**src/inc/pss_defs.svh**
```systemverilog
`ifndef PSS_DEFS_SVH
`define PSS_DEFS_SVH
// timing figures
`define PSS_CLK_HZ 25000000
`define PSS_HOLD_S 4
`define PSS_HOLD_CYC (`PSS_CLK_HZ * `PSS_HOLD_S)
`define PSS_DEB_US 10000
`define PSS_DEB_CYC ((`PSS_CLK_HZ / 1000000) * `PSS_DEB_US)
`define PSS_CNT_W 27
`endif

```
**src/inc/pss_pkg.sv**
```systemverilog
package pss_pkg;
  // global power states, one-hot
  typedef enum logic [2:0] {
    pss_soft_off = 3'h1,
    pss_working = 3'h2,
    pss_sleeping = 3'h4
  } pss_state_t;
endpackage : pss_pkg

```
**src/logic/pss_debounce.sv**
```systemverilog
`timescale 1ns/10ps
`default_nettype none
`include "pss_defs.svh"
// =====================================================
// switch debouncer
module pss_debounce #(
  parameter int DEB_CYC = `PSS_DEB_CYC
) (
  input wire logic clock,
  input wire logic nrst,
  input wire logic raw,
  output logic clean
);
  logic [23:0] cnt;
  logic [23:0] next_cnt;
  logic next_clean;

  // restart count whenever raw agrees with clean
  always_comb begin
    next_cnt = 24'h00_0000;
    next_clean = clean;
    if (raw != clean) begin
      if (cnt >= 24'(DEB_CYC - 1)) begin
        next_clean = raw;
      end else begin
        next_cnt = cnt + 24'h00_0001;
      end
    end
  end

  // count and clean level registers
  always_ff @(posedge clock) begin
    if (!nrst) begin
      cnt <= 24'h00_0000;
      clean <= 1'b0;
    end else begin
      cnt <= next_cnt;
      clean <= next_clean;
    end
  end

  // =====================================================
  // checks
  // a level differing for DEB_CYC samples is taken over
  a_deb_take: assert property (
    @(posedge clock) disable iff (!nrst)
    (raw != clean && cnt >= 24'(DEB_CYC - 1))
    |=> clean == $past(raw))
    else $error("debounce did not take level");
  // anything shorter leaves the clean level alone
  a_deb_keep: assert property (
    @(posedge clock) disable iff (!nrst)
    (raw == clean || cnt < 24'(DEB_CYC - 1))
    |=> $stable(clean))
    else $error("debounce level moved early");
  // agreement restarts the count
  a_deb_restart: assert property (
    @(posedge clock) disable iff (!nrst)
    raw == clean |=> cnt == 24'h00_0000)
    else $error("debounce count not cleared");
endmodule : pss_debounce
`default_nettype wire

```
**src/logic/pss_power_switch.sv**
```systemverilog
`timescale 1ns/10ps
`default_nettype none
`include "pss_defs.svh"
// Notes on behaviour
// - off, short press goes working
// - working, short press goes sleeping
// - working, long press forces soft off
// - sleeping, short press wakes to working
// - sleeping, long press powers off
// =====================================================
// power switch state control
module pss_power_switch #(
  parameter int HOLD_CYC = `PSS_HOLD_CYC,
  parameter int DEB_CYC = `PSS_DEB_CYC
) (
  input wire logic clock,
  input wire logic nrst,
  input wire logic sw_pressed,
  output logic [2:0] gstate,
  output logic power_on,
  output logic sleep
);
  // debounced switch level and its copy one cycle back
  logic pressed;
  logic was_pressed;
  // press timer; expired marks a hold that already acted as long
  logic expired;
  logic [`PSS_CNT_W-1:0] hold;
  logic [`PSS_CNT_W-1:0] next_hold;
  logic next_expired;
  // global power state
  pss_pkg::pss_state_t st;
  pss_pkg::pss_state_t next_st;
  // next values of the pin registers
  logic [2:0] next_gstate;
  logic next_power_on;
  logic next_sleep;

  // =====================================================
  // debounced switch
  // the raw contact chatters; only a level held for DEB_CYC
  // cycles reaches the timer, so one press is one event
  pss_debounce #(.DEB_CYC(DEB_CYC)) pss_debounce_i (
    .clock(clock),
    .nrst(nrst),
    .raw(sw_pressed),
    .clean(pressed)
  );

  // =====================================================
  // press timer and global state
  // press timer, long press acts on expiry, short on release
  // a hold reaching the threshold acts at once; its release is
  // swallowed, so a long press never also counts as short
  always_comb begin
    next_hold = hold;
    next_expired = expired;
    next_st = st;
    if (pressed) begin
      if (!expired && hold >= `PSS_CNT_W'(HOLD_CYC - 1)) begin
        next_expired = 1'b1;
        if (st != pss_pkg::pss_soft_off) begin
          next_st = pss_pkg::pss_soft_off;
        end
      end else if (!expired) begin
        next_hold = hold + `PSS_CNT_W'(1);
      end
    end else begin
      next_hold = '0;
      next_expired = 1'b0;
      if (was_pressed && !expired) begin
        case (st)
          pss_pkg::pss_soft_off: next_st = pss_pkg::pss_working;
          pss_pkg::pss_working: next_st = pss_pkg::pss_sleeping;
          pss_pkg::pss_sleeping: next_st = pss_pkg::pss_working;
          default: next_st = pss_pkg::pss_soft_off;
        endcase
      end
    end
  end

  // timer and state registers
  always_ff @(posedge clock) begin
    if (!nrst) begin
      hold <= '0;
      expired <= 1'b0;
      was_pressed <= 1'b0;
      st <= pss_pkg::pss_soft_off;
    end else begin
      hold <= next_hold;
      expired <= next_expired;
      was_pressed <= pressed;
      st <= next_st;
    end
  end

  // =====================================================
  // pin outputs
  // decoded from next_st so the pins move on the same edge as st
  always_comb begin
    next_gstate = 3'(next_st);
    next_power_on = (next_st == pss_pkg::pss_working);
    next_sleep = (next_st == pss_pkg::pss_sleeping);
  end

  // pin registers, reset to soft off with both levels low
  always_ff @(posedge clock) begin
    if (!nrst) begin
      gstate <= 3'(pss_pkg::pss_soft_off);
      power_on <= 1'b0;
      sleep <= 1'b0;
    end else begin
      gstate <= next_gstate;
      power_on <= next_power_on;
      sleep <= next_sleep;
    end
  end

  // =====================================================
  // checks
  // short press from soft off powers on
  a_short_off_on: assert property (
    @(posedge clock) disable iff (!nrst)
    (!pressed && was_pressed && !expired && st == pss_pkg::pss_soft_off)
    |=> st == pss_pkg::pss_working && power_on && !sleep)
    else $error("off short press");

  // short press while working goes to sleep
  a_short_work_slp: assert property (
    @(posedge clock) disable iff (!nrst)
    (!pressed && was_pressed && !expired && st == pss_pkg::pss_working)
    |=> st == pss_pkg::pss_sleeping && sleep && !power_on)
    else $error("work short press");

  // long press while working forces soft off at expiry
  a_long_work_off: assert property (
    @(posedge clock) disable iff (!nrst)
    (pressed && !expired && st == pss_pkg::pss_working
     && hold == `PSS_CNT_W'(HOLD_CYC - 1))
    |=> st == pss_pkg::pss_soft_off && !power_on && !sleep ##1 !power_on)
    else $error("work long press");

  // short press while sleeping wakes and stays awake
  a_short_slp_wake: assert property (
    @(posedge clock) disable iff (!nrst)
    (!pressed && was_pressed && !expired && st == pss_pkg::pss_sleeping)
    |=> st == pss_pkg::pss_working && power_on && !sleep ##1 power_on)
    else $error("sleep short press");

  // long press while sleeping powers off at expiry
  a_long_slp_off: assert property (
    @(posedge clock) disable iff (!nrst)
    (pressed && !expired && st == pss_pkg::pss_sleeping
     && hold == `PSS_CNT_W'(HOLD_CYC - 1))
    |=> st == pss_pkg::pss_soft_off && !power_on && !sleep)
    else $error("sleep long press");

  // long press from soft off leaves the board off
  a_long_off_stay: assert property (
    @(posedge clock) disable iff (!nrst)
    (pressed && !expired && st == pss_pkg::pss_soft_off
     && hold == `PSS_CNT_W'(HOLD_CYC - 1))
    |=> st == pss_pkg::pss_soft_off && !power_on && !sleep)
    else $error("off long press");

  // reaching the threshold marks the hold as spent
  a_expire_set: assert property (
    @(posedge clock) disable iff (!nrst)
    (pressed && !expired && hold == `PSS_CNT_W'(HOLD_CYC - 1))
    |=> expired)
    else $error("timer did not expire");

  // below the threshold the timer counts one per cycle
  a_hold_count: assert property (
    @(posedge clock) disable iff (!nrst)
    (pressed && !expired && hold != `PSS_CNT_W'(HOLD_CYC - 1))
    |=> !expired && hold == $past(hold) + `PSS_CNT_W'(1))
    else $error("timer count");

  // a spent hold changes nothing while still held
  a_expired_hold: assert property (
    @(posedge clock) disable iff (!nrst)
    expired && pressed |=> $stable(st))
    else $error("state moved");

  // the release that ends a spent hold changes nothing
  a_spent_release: assert property (
    @(posedge clock) disable iff (!nrst)
    !pressed && was_pressed && expired |=> $stable(st))
    else $error("state moved on release");

  // no press, no move
  a_quiet_state: assert property (
    @(posedge clock) disable iff (!nrst)
    !pressed && !was_pressed |=> $stable(st))
    else $error("state moved without press");

  // release clears the timer
  a_timer_clear: assert property (
    @(posedge clock) disable iff (!nrst)
    !pressed |=> hold == '0 && !expired)
    else $error("timer");

  // pins follow the state
  a_out_match: assert property (
    @(posedge clock) disable iff (!nrst)
    gstate == 3'(st) && power_on == (st == pss_pkg::pss_working)
    && sleep == (st == pss_pkg::pss_sleeping))
    else $error("outputs");

  // exactly one global state shown
  a_state_onehot: assert property (
    @(posedge clock) disable iff (!nrst)
    $onehot(gstate))
    else $error("state not one-hot");

  // power and sleep levels never both high
  a_levels_excl: assert property (
    @(posedge clock) disable iff (!nrst)
    !(power_on && sleep))
    else $error("power and sleep together");

  // reset lands in soft off with both levels low
  a_reset_off: assert property (
    @(posedge clock)
    !nrst |=> st == pss_pkg::pss_soft_off && !power_on && !sleep
    && gstate == 3'(pss_pkg::pss_soft_off))
    else $error("reset state");
endmodule : pss_power_switch
`default_nettype wire

```
**config.mk**
```make
export PLATFORM = sky130hd
export DESIGN_NAME = pss_power_switch
export DESIGN_NICKNAME = d
export VERILOG_FILES = /design/src/inc/pss_pkg.sv /design/src/logic/pss_debounce.sv /design/src/logic/pss_power_switch.sv
export VERILOG_INCLUDE_DIRS = /design/src /design/src/inc
export SDC_FILE = /design/constraint.sdc
export NUM_CORES = 1
export LEC_CHECK = 0
export ABC_AREA = 1
export BUFFER_PORTS_ARGS = -buffer_cell sky130_fd_sc_hd__buf_4
export CAP_MARGIN = 10
export CORE_ASPECT_RATIO = 0.7
export CORE_MARGIN = 5
export CORE_UTILIZATION = 58
export DETAILED_ROUTE_END_ITERATION = 12
export PLACE_DENSITY = 0.75
export SKIP_CTS_REPAIR_TIMING = 1
export SYNTH_ARGS = -nofsm -noshare
export SYNTH_HDL_FRONTEND = slang
export SYNTH_SLANG_ARGS = --single-unit
```
**constraint.sdc**
```tcl
create_clock -name clock -period 2.09 [get_ports clock]
set_clock_uncertainty 0.2 [all_clocks]
set_input_delay 0.3135 -clock clock [delete_from_list [all_inputs] [get_ports clock]]
set_output_delay 0.3135 -clock clock [all_outputs]
set_load 0.05 [all_outputs]
```
==> results.tsv <==
metric	value	unit
status	completed	
synth_warnings	0	
synth_edf_count	0	
htreeDepth	3	
wl_per_cell	13.3	microns
leakage	1.37	nW
fmax	0.502	GHz
fp.dieW	99.7	microns
route.met2.wl	3.15	mm
initial_core_util	61.2	%
final_cells	568	
end_kind	register	
grt.overflow.total	0	
cts-root-buf	clkbuf_8	
n_fill_cell	435	
clk_path_buf_depth	2	
die-area	0.00726	sq mm
port_buffers	7	
max-vdd-ir-drop	506	uV
synthArstFlopShare	0	%
cts.sinks	59	
min_path_cells	2	
p_int	1.89	mW
cp.required	2120	ps
syn2layout_area_growth	15.6	%
grt_max_degree	24	
worstPathArrival	2020	ps
worst-setup-path-type	register to register	
cp_max_fo	7	
highest_layer	met4	
power_switching_share	21.5	%
ys_ff_latch	59	
fin_nets	496	
clk_pin_slew	70	ps
fin_crit	1990	ps
dp_hpwl	5.36	mm
cts-buffers-inserted	9	
place.gp.congestion	0.978	
synthFlopType	dfxtp_1	
diodes	0	
met3WireLength	648	microns
mappedNetlistArea	0.00327	sq mm
power.switching	0.519	mW
hold_violations	0	
cts_tree	yes	
wl_met1	3.70	mm
ios	8	
final.setup.tns	0	ps
critPathLaunchType	register	
core	0.00534	sq mm
pwr-share-clk	49.5	%
dp.cells	549	
drc	0	
rows	22	
drtAntennaViolNets	0	
hold_path.class	input pin to register	
grt_pass1_vias	2762	
grt_pass1_wl	12.8	mm
maxCapViolations	0	
rr_worst_depth	12	
synth.yosys.seq_area_share	36.1	%
rsz0062_at_grt	true	
viasPerCell	5.23	
drt_first_iter_violations	259	
wl	7.56	mm
vias	2972	
synthDistinctLibCells	37	
syn_avg_cell_area	6.99	sq um
fp.dieH	72.8	microns
antenna_found_initial	0	
dr.pass1.iters	5	
grt_usage	22.1	%
finalSetupViolations	0	
fin_crit_sh	95.4	%
netlist_instances	468	
drive_above_1_share	24.0	%
powerDensity	638	mW/mm^2
clock_latency	340	ps
p_seq_share	47.4	%
finalMaxSlewViolations	0	
combPwrFrac	3.0	%
==> stage by stage <==
step	instance area [sq um]	power (mW)	utilization (%)	setup WS [ps]	hold WS, ps
4_1_cts	3630	2.43	68.0	77.7	27.1
5_1_grt	3780	2.49	70.8	-62.8	36.9
2_1_floorplan	3290	1.22	-	235	217
6_report	3780	2.41	70.8	96.9	38.4
3_5_place_dp	3400	1.24	63.8	90.4	235
3_3_place_gp	3400	1.24	63.8	65.8	229
==> kinds of logic after synthesis <==
family	count (synthesis)	share of synthesized area, %
AO/OA/AOI/OAI	50	10.1
buffers and inverters	55	8.61
flip-flops	59	36.1
adder cells (fa/ha/maj)	2	0.765
AND/OR/NAND/NOR	278	38.2
XOR/XNOR	23	6.16
other	1	0.115
==> critical path, cell delays in order, from the launching register on <==
cell,delay [ps]
dfxtp_4,370
ha_4,150
nand2_2,70
nor2_4,160
nand2_2,80
nor2_2,120
nand2_1,70
nand3_2,120
nor2_4,60
buf_12,140
clkbuf_16,160
a21oi_2,130
nor2_1,60
==> placed cells by master (no fill, tap or decap), drive strengths merged <==
cell      instances
o21a              1
nor3             16
inv              42
clkinv            3
nor3b             1
nand2           133
buf              17
clkbuf           13
clkinvlp          1
xor2             17
and3              1
o21ai            11
bufinv            2
or2               1
dfxtp            59
nor2             97
ha                2
a21boi            1
a21oi            36
conb              6
nand4             4
nand3            23
xnor2             6
nor4              2
o31ai             1
==> synth_stat cells (2+ instances only) <==
cell,instances,area [sq um]
nand2_1,109,409
nor2_1,89,334
dfxtp_1,59,1180
inv_1,39,146
nand2_2,23,144
nand3_1,20,100
a21oi_2,19,166
a21oi_1,17,85.1
xor2_1,17,149
nor3_1,14,70.1
o21ai_0,8,40.0
xnor2_1,6,52.6
nor2_2,5,31.3
buf_6,4,45.0
nand4_1,4,25.0
inv_2,3,11.3
nand3_2,3,30.0
nor2_4,3,33.8
o21ai_1,3,15.0
buf_12,2,40.0
buf_2,2,10.0
clkbuf_1,2,7.51
ha_1,2,25.0
nor4_1,2,12.5
==> sequential cells by signal (all words and copies together) (netlist names) <==
| register | count |
|---|---|
| gstate | 3 |
| power_on | 1 |
| pss_debounce_i.clean | 1 |
| hold | 27 |
| pss_debounce_i.cnt | 24 |
| was_pressed | 1 |
| expired | 1 |
| sleep | 1 |
==> worst paths after layout <==
check	startpoint	endpoint	slack, ps
worst max-delay path	hold[1]	hold[9]	100
worst max register to register	hold[1]	hold[9]	100
worst min register to register	pss_debounce_i.cnt[0]	pss_debounce_i.cnt[0]	250
worst min-delay path	nrst	gstate[0]	40
==> layout make-up <==
class | count | area, sq um | share of cell area [%]
Sequential cell | 59 | 1200 | 31.8
Clock buffer | 12 | 155 | 4.11
Clock inverter | 4 | 72.6 | 1.92
Inverter | 44 | 178 | 4.70
Tap cell | 72 | 90.1 | 2.38
Timing Repair Buffer | 18 | 190 | 5.03
Multi-Input combinational cell | 359 | 1890 | 50.0
==> power groups by stage <==
stage | Sequential (mW) | Combinational, mW | Clock [mW]
after CTS | 1.15 | 0.0708 | 1.21
after detailed placement | 1.17 | 0.0706 | 0
after global routing | 1.14 | 0.0816 | 1.26
after global placement | 1.17 | 0.0688 | 0
after floorplan | 1.18 | 0.0397 | 0
final | 1.14 | 0.0725 | 1.19
==> per-layer routing <==
metal,GRT usage (%),up-vias
li1,-,1515
met1,32.8,1352
met2,31.3,98
met3,6.78,7
met4,4.85,0
met5,0,-
No activity file was read; power rests on OpenSTA's default activity.
